<file path="src/include/cpuit_params.svh">
// Encoding patterns and cycle counts for the instruction timing decoder
`ifndef CPUIT_PARAMS_SVH
`define CPUIT_PARAMS_SVH

// Cycle counts
`define CPUIT_CYC_1 5'h01
`define CPUIT_CYC_2 5'h02
`define CPUIT_CYC_3 5'h03
`define CPUIT_POPPC_BASE 5'h03
`define CPUIT_MULTI_BASE 5'h01

// Top five bits of the first halfword
`define CPUIT_W32_A 5'h1D
`define CPUIT_W32_B 5'h1E
`define CPUIT_W32_C 5'h1F
`define CPUIT_OP5_LIT 5'h09
`define CPUIT_OP5_BRU 5'h1C

// Top three, four or six bits of the first halfword
`define CPUIT_OP6_HIREG 6'h11
`define CPUIT_OP4_LSREG 4'h5
`define CPUIT_OP3_LSIMM 3'h3
`define CPUIT_OP4_LSH 4'h8
`define CPUIT_OP4_LSSP 4'h9
`define CPUIT_OP4_MULTI 4'hC
`define CPUIT_OP4_MISC 4'hB
`define CPUIT_OP4_COND 4'hD

// Miscellaneous group, fields within bits 11 to 5
`define CPUIT_MISC_SP 4'h0
`define CPUIT_MISC_EXT 4'h2
`define CPUIT_MISC_REV 4'hA
`define CPUIT_MISC_BREAK 4'hE
`define CPUIT_MISC_HINT 4'hF
`define CPUIT_MISC_CPS 7'h33
`define CPUIT_REV_BAD 2'h2
`define CPUIT_PUSHPOP 2'h2

// Hint codes, bits 7 to 4
`define CPUIT_HINT_EVWAIT 4'h2
`define CPUIT_HINT_IRQWAIT 4'h3

// Condition codes
`define CPUIT_COND_UDF 4'hE
`define CPUIT_COND_SUPCALL 4'hF

// High register operations and wide encodings
`define CPUIT_HIREG_BRX 2'h3
`define CPUIT_HIREG_CMP 2'h1
`define CPUIT_REG_PC 4'hF
`define CPUIT_BLINK_HI 2'h3
`define CPUIT_BAR_LO 16'hF3BF
`define CPUIT_BAR_HI 8'h8F
`define CPUIT_BAR_MIN 4'h4
`define CPUIT_BAR_MAX 4'h6
`define CPUIT_SPECRD_LO 12'hF3E
`define CPUIT_SPECWR_LO 12'hF38
`define CPUIT_SPEC_HI 2'h2

`endif

</file>
<file path="src/include/cpuit_pkg.sv">
// Types shared by the instruction timing decoder
package cpuit_pkg;

  typedef enum logic [2:0] {
    CL_ALU = 3'h0,
    CL_MEM = 3'h1,
    CL_MULTI = 3'h2,
    CL_BRANCH = 3'h3,
    CL_HINT = 3'h4,
    CL_SYS = 3'h5,
    CL_TRAP = 3'h6,
    CL_UNDEF = 3'h7
  } cpuit_class_t;

  typedef enum logic [1:0] {
    ST_IDLE = 2'b01,
    ST_EXEC = 2'b10
  } cpuit_state_t;

  typedef struct packed {
    cpuit_class_t cls;
    logic [4:0] cycles;
    logic undef;
    logic wide;
  } cpuit_dec_t;

endpackage

</file>
<file path="src/cpuit_decoder.sv">
// Instruction decoder that classifies and times each instruction
// Overview of operation
// RULE_01: Decode all compact 16-bit instructions except the three excluded ones.
// RULE_02: Accept only branch-with-link, three barriers, special register read/write as wide.
// RULE_03: Every count below assumes memory with no wait states.
// RULE_04: Immediate and register shifts and rotate complete in one cycle.
// RULE_05: Byte and halfword sign or zero extension takes one cycle.
// RULE_06: The three byte reversal operations take one cycle each.
// RULE_07: Stack pointer adjust and address forming from SP or PC take one cycle.
// RULE_08: Single loads and stores take two cycles, or one to the I/O port.
// RULE_09: Load/store multiple, plain push and pop take one plus N cycles.
// RULE_10: Push with link takes 1+N, pop with PC takes 3+N.
// RULE_11: Conditional branch takes two cycles taken, one not taken.
// RULE_12: Register branch with exchange, linked or not, takes two cycles.
// RULE_13: Event and interrupt waits take two cycles, yield one, excluding sleep.
// RULE_14: Supervisor call and breakpoint timing follows configuration parameters.
// RULE_15: PC-destination moves/adds and plain branch 2, link branch, system ops 3.
// RULE_16: Excluded encodings are reported undefined, never executed.
`timescale 1ns/1ns
`include "cpuit_params.svh"

module cpuit_decoder #(
  parameter logic [4:0] SUPCALL_CYCLES = 5'h04,
  parameter logic [4:0] BREAK_CYCLES = 5'h04
) (
  // Clock, reset and enable
  input wire logic clk,
  input wire logic resetn,
  input wire logic ce,
  // Instruction request
  input wire logic instValid,
  input wire logic [15:0] instLo,
  input wire logic [15:0] instHi,
  input wire logic ioTarget,
  input wire logic condTaken,
  // Execution status
  output logic instReady,
  output logic instDone,
  output cpuit_pkg::cpuit_dec_t decInfo
);

  if (SUPCALL_CYCLES == 5'h00 || BREAK_CYCLES == 5'h00) begin
    $error("trap cycle counts must be at least one");
  end

  logic rstMeta_ff;
  logic rstSyncN_ff;
  cpuit_pkg::cpuit_state_t state_ff;
  cpuit_pkg::cpuit_state_t nxt_state;
  logic [4:0] cnt_ff;
  logic [4:0] nxt_cnt;
  logic ready_ff;
  logic nxt_ready;
  logic done_ff;
  logic nxt_done;
  cpuit_pkg::cpuit_dec_t info_ff;
  cpuit_pkg::cpuit_dec_t nxt_info;
  cpuit_pkg::cpuit_dec_t dec;
  logic [4:0] nReg;
  logic [4:0] memCyc;
  logic accept;

  // Reset release through two flip-flops
  always_ff @(posedge clk or negedge resetn) begin
    if (!resetn) begin
      rstMeta_ff <= 1'b0;
      rstSyncN_ff <= 1'b0;
    end else begin
      rstMeta_ff <= 1'b1;
      rstSyncN_ff <= rstMeta_ff;
    end
  end

  assign accept = ce && instValid && ready_ff;

  // Classification and cycle count of the presented instruction
  always_comb begin
    dec.cls = cpuit_pkg::CL_ALU;
    dec.cycles = `CPUIT_CYC_1;
    dec.undef = 1'b0;
    dec.wide = 1'b0;
    nReg = 5'($countones(instLo[7:0]));
    // RULE_08 single access latency by target
    memCyc = ioTarget ? `CPUIT_CYC_1 : `CPUIT_CYC_2;
    if (instLo[15:11] == `CPUIT_W32_A || instLo[15:11] == `CPUIT_W32_B ||
        instLo[15:11] == `CPUIT_W32_C) begin
      dec.wide = 1'b1;
      dec.cls = cpuit_pkg::CL_SYS;
      dec.cycles = `CPUIT_CYC_3;
      // RULE_02 wide encoding filter
      if (instLo[15:11] == `CPUIT_W32_B &&
          instHi[15:14] == `CPUIT_BLINK_HI &&
          instHi[12]) begin
        // RULE_15 linked branch timing
        dec.cls = cpuit_pkg::CL_BRANCH;
      end else if (instLo == `CPUIT_BAR_LO &&
                   instHi[15:8] == `CPUIT_BAR_HI &&
                   instHi[7:4] >= `CPUIT_BAR_MIN &&
                   instHi[7:4] <= `CPUIT_BAR_MAX) begin
        dec.cls = cpuit_pkg::CL_SYS;
      end else if ((instLo[15:4] == `CPUIT_SPECRD_LO ||
                    instLo[15:4] == `CPUIT_SPECWR_LO) &&
                   instHi[15:14] == `CPUIT_SPEC_HI) begin
        dec.cls = cpuit_pkg::CL_SYS;
      end else begin
        dec.cls = cpuit_pkg::CL_UNDEF;
        dec.cycles = `CPUIT_CYC_1;
        dec.undef = 1'b1;
      end
    end else if (instLo[15:10] == `CPUIT_OP6_HIREG) begin
      if (instLo[9:8] == `CPUIT_HIREG_BRX) begin
        // RULE_12 register branch with exchange
        dec.cls = cpuit_pkg::CL_BRANCH;
        dec.cycles = `CPUIT_CYC_2;
      end else if (instLo[9:8] != `CPUIT_HIREG_CMP &&
                   {instLo[7], instLo[2:0]} == `CPUIT_REG_PC) begin
        // RULE_15 move or add into PC
        dec.cls = cpuit_pkg::CL_BRANCH;
        dec.cycles = `CPUIT_CYC_2;
      end
    end else if (instLo[15:11] == `CPUIT_OP5_LIT ||
                 instLo[15:12] == `CPUIT_OP4_LSREG ||
                 instLo[15:13] == `CPUIT_OP3_LSIMM ||
                 instLo[15:12] == `CPUIT_OP4_LSH ||
                 instLo[15:12] == `CPUIT_OP4_LSSP) begin
      // RULE_08 single load or store
      dec.cls = cpuit_pkg::CL_MEM;
      dec.cycles = memCyc;
    end else if (instLo[15:12] == `CPUIT_OP4_MULTI) begin
      // RULE_09 load or store multiple
      dec.cls = cpuit_pkg::CL_MULTI;
      dec.cycles = `CPUIT_MULTI_BASE + nReg;
    end else if (instLo[15:12] == `CPUIT_OP4_MISC) begin
      if (!instLo[10] && instLo[8]) begin
        // RULE_16 compare and branch treated as undefined
        dec.cls = cpuit_pkg::CL_UNDEF;
        dec.undef = 1'b1;
      end else if (instLo[11:8] == `CPUIT_MISC_HINT) begin
        if (instLo[3:0] != 4'h0) begin
          // RULE_16 conditional block treated as undefined
          dec.cls = cpuit_pkg::CL_UNDEF;
          dec.undef = 1'b1;
        end else begin
          // RULE_13 hint timing, other codes run as no-op
          dec.cls = cpuit_pkg::CL_HINT;
          if (instLo[7:4] == `CPUIT_HINT_EVWAIT ||
              instLo[7:4] == `CPUIT_HINT_IRQWAIT) begin
            dec.cycles = `CPUIT_CYC_2;
          end
        end
      end else if (instLo[10:9] == `CPUIT_PUSHPOP) begin
        dec.cls = cpuit_pkg::CL_MULTI;
        // RULE_10 link register or PC counted in the list
        if (instLo[11] && instLo[8]) begin
          dec.cycles = `CPUIT_POPPC_BASE + nReg + 5'h01;
        end else begin
          // RULE_09 plain push or pop, RULE_10 push with link register
          dec.cycles = `CPUIT_MULTI_BASE + nReg + {4'h0, instLo[8]};
        end
      end else if (instLo[11:8] == `CPUIT_MISC_BREAK) begin
        // RULE_14 breakpoint timing by configuration
        dec.cls = cpuit_pkg::CL_TRAP;
        dec.cycles = BREAK_CYCLES;
      end else if (instLo[11:8] == `CPUIT_MISC_SP ||
                   instLo[11:8] == `CPUIT_MISC_EXT ||
                   instLo[11:5] == `CPUIT_MISC_CPS) begin
        // RULE_05 extension, RULE_07 stack pointer adjust
        dec.cls = cpuit_pkg::CL_ALU;
      end else if (instLo[11:8] == `CPUIT_MISC_REV &&
                   instLo[7:6] != `CPUIT_REV_BAD) begin
        // RULE_06 byte reversal
        dec.cls = cpuit_pkg::CL_ALU;
      end else begin
        dec.cls = cpuit_pkg::CL_UNDEF;
        dec.undef = 1'b1;
      end
    end else if (instLo[15:12] == `CPUIT_OP4_COND) begin
      if (instLo[11:8] == `CPUIT_COND_SUPCALL) begin
        // RULE_14 supervisor call timing by configuration
        dec.cls = cpuit_pkg::CL_TRAP;
        dec.cycles = SUPCALL_CYCLES;
      end else if (instLo[11:8] == `CPUIT_COND_UDF) begin
        dec.cls = cpuit_pkg::CL_UNDEF;
        dec.undef = 1'b1;
      end else begin
        // RULE_11 conditional branch
        dec.cls = cpuit_pkg::CL_BRANCH;
        dec.cycles = condTaken ? `CPUIT_CYC_2 : `CPUIT_CYC_1;
      end
    end else if (instLo[15:11] == `CPUIT_OP5_BRU) begin
      // RULE_15 unconditional branch
      dec.cls = cpuit_pkg::CL_BRANCH;
      dec.cycles = `CPUIT_CYC_2;
    end
    // RULE_01 remaining compact forms, RULE_04 shifts, RULE_07 address
  end

  // Execution sequencer: one instruction per counted slot
  always_comb begin
    nxt_state = state_ff;
    nxt_cnt = cnt_ff;
    nxt_ready = ready_ff || state_ff == cpuit_pkg::ST_IDLE;
    nxt_done = 1'b0;
    nxt_info = info_ff;
    unique case (state_ff)
      cpuit_pkg::ST_IDLE: begin
        if (accept) begin
          nxt_info = dec;
          // RULE_03 count cycles on zero wait memory
          if (dec.cycles == `CPUIT_CYC_1) begin
            nxt_done = 1'b1;
          end else begin
            nxt_state = cpuit_pkg::ST_EXEC;
            nxt_cnt = dec.cycles - 5'h01;
            nxt_ready = 1'b0;
          end
        end
      end
      cpuit_pkg::ST_EXEC: begin
        nxt_cnt = cnt_ff - 5'h01;
        if (cnt_ff == `CPUIT_CYC_1) begin
          nxt_done = 1'b1;
          nxt_ready = 1'b1;
          nxt_state = cpuit_pkg::ST_IDLE;
        end
      end
      default: begin
        nxt_state = cpuit_pkg::ST_IDLE;
        nxt_ready = 1'b1;
      end
    endcase
  end

  always_ff @(posedge clk or negedge rstSyncN_ff) begin
    if (!rstSyncN_ff) begin
      state_ff <= cpuit_pkg::ST_IDLE;
      cnt_ff <= 5'h00;
      ready_ff <= 1'b0;
      done_ff <= 1'b0;
      info_ff <= '0;
    end else if (ce) begin
      state_ff <= nxt_state;
      cnt_ff <= nxt_cnt;
      ready_ff <= nxt_ready;
      done_ff <= nxt_done;
      info_ff <= nxt_info;
    end
  end

  assign instReady = ready_ff;
  assign instDone = done_ff;
  assign decInfo = info_ff;
endmodule

</file>
<file path="config.mk">
export PLATFORM = sky130hd
export DESIGN_NAME = cpuit_decoder
export DESIGN_NICKNAME = d
export VERILOG_FILES = /design/src/include/cpuit_pkg.sv /design/src/cpuit_decoder.sv
export VERILOG_INCLUDE_DIRS = /design/src /design/src/include
export SDC_FILE = /design/constraint.sdc
export NUM_CORES = 1
export LEC_CHECK = 0
export BUFFER_PORTS_ARGS = -buffer_cell sky130_fd_sc_hd__buf_2
export CORE_ASPECT_RATIO = 0.7
export CORE_MARGIN = 10
export CORE_UTILIZATION = 55
export CTS_BUF_LIST = sky130_fd_sc_hd__clkbuf_8 sky130_fd_sc_hd__clkbuf_16
export DETAILED_ROUTE_END_ITERATION = 7
export GPL_TIMING_DRIVEN = 0
export PLACE_DENSITY = 0.81
export SKIP_CTS_REPAIR_TIMING = 1
export SLEW_MARGIN = 25
export SYNTH_ARGS = -nofsm -noshare
export SYNTH_HDL_FRONTEND = slang
export SYNTH_SLANG_ARGS = --single-unit
export TNS_END_PERCENT = 50
</file>
<file path="constraint.sdc">
create_clock -name clk -period 1.8 [get_ports clk]
set_input_delay 0.45 -clock clk [delete_from_list [all_inputs] [get_ports clk]]
set_output_delay 0.45 -clock clk [all_outputs]
set_load 0.03 [all_outputs]
</file>
==> results_dict.tcl <==
set metrics [dict create \
    drtIter0Drc 206 \
    finalWeightedCongestion 0.900 \
    synth-edff-count 0 \
    num-nets-final 408 \
    cts_tree "done" \
    p_comb_share_pct 63.4 \
    syn_inst 289 \
    drive_gt1_share_pct 32.2 \
    path_clk_slew_ps 80 \
    ant_nets 0 \
    regToRegSetupSlack_ps -310 \
    synthToLayoutAreaGrowth_pct 25.8 \
    crit_path_cell_trace "buf_12 -> inv_12 -> fa_1 -> fa_1 -> fa_1 -> inv_2 -> ha_4 -> inv_2 -> fa_1 -> inv_2 -> ha_4 -> ha_4 -> inv_2 -> o21ai_2 -> o311a_1 -> o311ai_4 -> ha_2 -> and3_4 -> a22oi_4 -> and4_1 -> a211oi_2" \
    initial_utilization_pct 58.0 \
    synth_seq_cells 21 \
    dr.pass1.iters 5 \
    hpwl_um 5300 \
    antenna_cells 0 \
    setup_viol 19 \
    synth.cell_area_mm2 0.00230 \
    clockBufferDepth 2 \
    max_freq_mhz 215 \
    ys_warn_count 0 \
    cts-root-buf "clkbuf_8" \
    cp.arrival_ps 4840 \
    status "finished, violations left" \
    die_area_mm2 0.00721 \
    wl_um 6940 \
    power.share.clock_pct 10.9 \
    crit_fanout 5 \
    rr_startpoint "cnt_ff[1]$_DFFE_PN0P_" \
    period_needed_ps 4650 \
    relSlewSlack_pct 46.1 \
    ir_drop_uv 880 \
    dr_total_vias 2486 \
    p_int_uw 1630 \
    avgRoutedWirePerCell_um 17.2 \
    slowest_stage "fa_1" \
    hp-class "register to async pin" \
    final_util_pct 72.9 \
    die_x_um 97.3 \
    finalHoldViolCount 0 \
    skew_ps 4.63 \
    leakagePower_uw 0.00127 \
    yosysUniqueCellTypes 71 \
    worstMarginPinSlew_ps 798 \
    reg2reg_depth 6 \
    io_buffer_count 45 \
    crit_end "cnt_ff[3]$_DFFE_PN0P_" \
    fin_ws_ps -2850 \
    cap_violations 0 \
    avgSynthCellArea_um2 7.96 \
    io_pins 50 \
    rsz0062_at_grt "yes" \
    pwr-share-seq_pct 25.7 \
    p_per_area_mw_per_mm2 1050 \
    async_reset_ff_share_pct 100 \
    row_count 19 \
    grt_usage_pct 17.5 \
    fp.dieH_um 74.1 \
    cp-end-kind "register" \
    cts_made_buffers 3 \
    antenna_found_initial 0 \
    grt_max_degree 20 \
    core-area_mm2 0.00397 \
    insertion_delay_ps 270 \
    h-tree-depth 1 \
    drv_slew 0 \
    grt_overflow_total 0 \
    timing_worst_setup_path_type "primary input to register" \
    yosysTopAreaCellShare_pct 21.8 \
    cts_sinks 21 \
    grt_pass1_vias 2254 \
    syn-num-nets 345 \
    ys_seq_area_share_pct 22.9 \
    yosys-top-cells-count "31 x inv_1, 24 x nand2_1, 21 x o21ai_0" \
    fin_crit_sh_pct 258 \
    synth_largest_area_cell "dfrtp_1" \
    violations "negative setup slack" \
    swShare_pct 46.4 \
    via_per_inst 6.17 \
    startpoint_type "primary input" \
    drcViolationCount 0 \
    synth_most_common_cell "inv_1" \
    synthFlopType "dfrtp_1" \
    switchingPower_uw 1410 \
    critical_path.max_stage_delay_ps 550 \
    dpl_worst_slack_ps -3260 \
    grt_first_pass_wirelength_um 10700 \
    setup_tns_ps -36050 \
    whs_ps 329 \
    synth_area_leaders "dfrtp_1 22%, ha_1 7.6%, inv_1 5.1%" \
    timing.rr.end "state_ff[1]$_DFFE_PN0P_" \
    required_ps 1990 \
    crit_path_start "instLo[0]" \
]
worst min path at each step:
| stage | slack [ps] | start | endpoint | depth (start not counted) |
|---|---|---|---|---|
| after floorplan | 150 | resetn | rstMeta_ff$_DFF_PN0_ | 0 |
| after global placement | 240 | resetn | rstSyncN_ff$_DFF_PN0_ | 1 |
| after detailed placement | 240 | resetn | rstSyncN_ff$_DFF_PN0_ | 1 |
| after CTS | -60 | resetn | rstMeta_ff$_DFF_PN0_ | 1 |
| after global routing | 370 | rstMeta_ff$_DFF_PN0_ | rstSyncN_ff$_DFF_PN0_ | 0 |
| final | 330 | rstSyncN_ff$_DFF_PN0_ | instReady$_DFFE_PN0P_ | 0 |
metal layers:
metal	part of all wire [%]	vias up	global-route usage, %	wire, µm
met2	45	128	27.7	3150
met3	8.0	8	3.24	556
met5	0	-	0	0
met4	0.58	0	2.73	40
li1	-	1177	-	-
met1	46	1173	24.6	3190
power by group through the flow:
stage / Sequential [µW] / Clock, µW / Combinational [µW]
after global placement: 775 / 0 / 1620
after global routing: 804 / 355 / 2090
after floorplan: 937 / 0 / 1100
after CTS: 774 / 330 / 1680
final: 780 / 331 / 1920
after detailed placement: 782 / 0 / 1670
cells by family (layout without fill, tap and decap cells):
kind of cell / count (synthesis) / after routing / synth area share [%]
AO/OA/AOI/OAI: 89 / 90 / 26.7
XOR/XNOR: 8 / 8 / 3.64
adder cells (fa/ha/maj): 18 / 18 / 11.1
buffers and inverters: 45 / 106 / 8.48
flip-flops: 21 / 21 / 22.9
multiplexers: 3 / 3 / 1.31
other: 1 / 1 / 0.163
AND/OR/NAND/NOR: 104 / 104 / 25.7
worst max-delay path, delay by kind of cell:
family / cells / cell delay (ps)
simple gates: 2 / 390
fa+ha+maj: 8 / 2840
compound gates: 5 / 800
buf+inv: 6 / 370
cell type report:
type                            count  area [µm²]
Clock inverter                      1        7.51
Inverter                           31         129
Sequential cell                    21         527
Buffer                             14        78.8
Timing Repair Buffer               57         333
Clock buffer                        3        41.3
Multi-Input combinational cell    224        1710
Tap cell                           52        65.1
Fill cell                         301        1070
state kept, by name, summed over array words and instances (netlist names):
name	count
decInfo	10
cnt_ff	5
state_ff	2
instDone	1
instReady	1
rstMeta_ff	1
rstSyncN_ff	1
cell usage in the layout, fill, tap and decap left out, drive strengths merged, types with 9 or more instances in the layout:
cell    count
buf        66
inv        31
nand2      25
o21ai      24
dfrtp      20
a21oi      20
nor2       18
ha         14
nand3      12
nand2b      9
nor3        9
per-stage QoR:
step	cell area (µm²)	total power [µW]	cells
4_1_cts	2710	2780	390
3_3_place_gp	2660	2390	386
5_1_grt	2900	3250	403
6_report	2900	3030	403
2_1_floorplan	2370	2030	289
3_5_place_dp	2660	2450	386
Power figures use the tool's default switching activity.
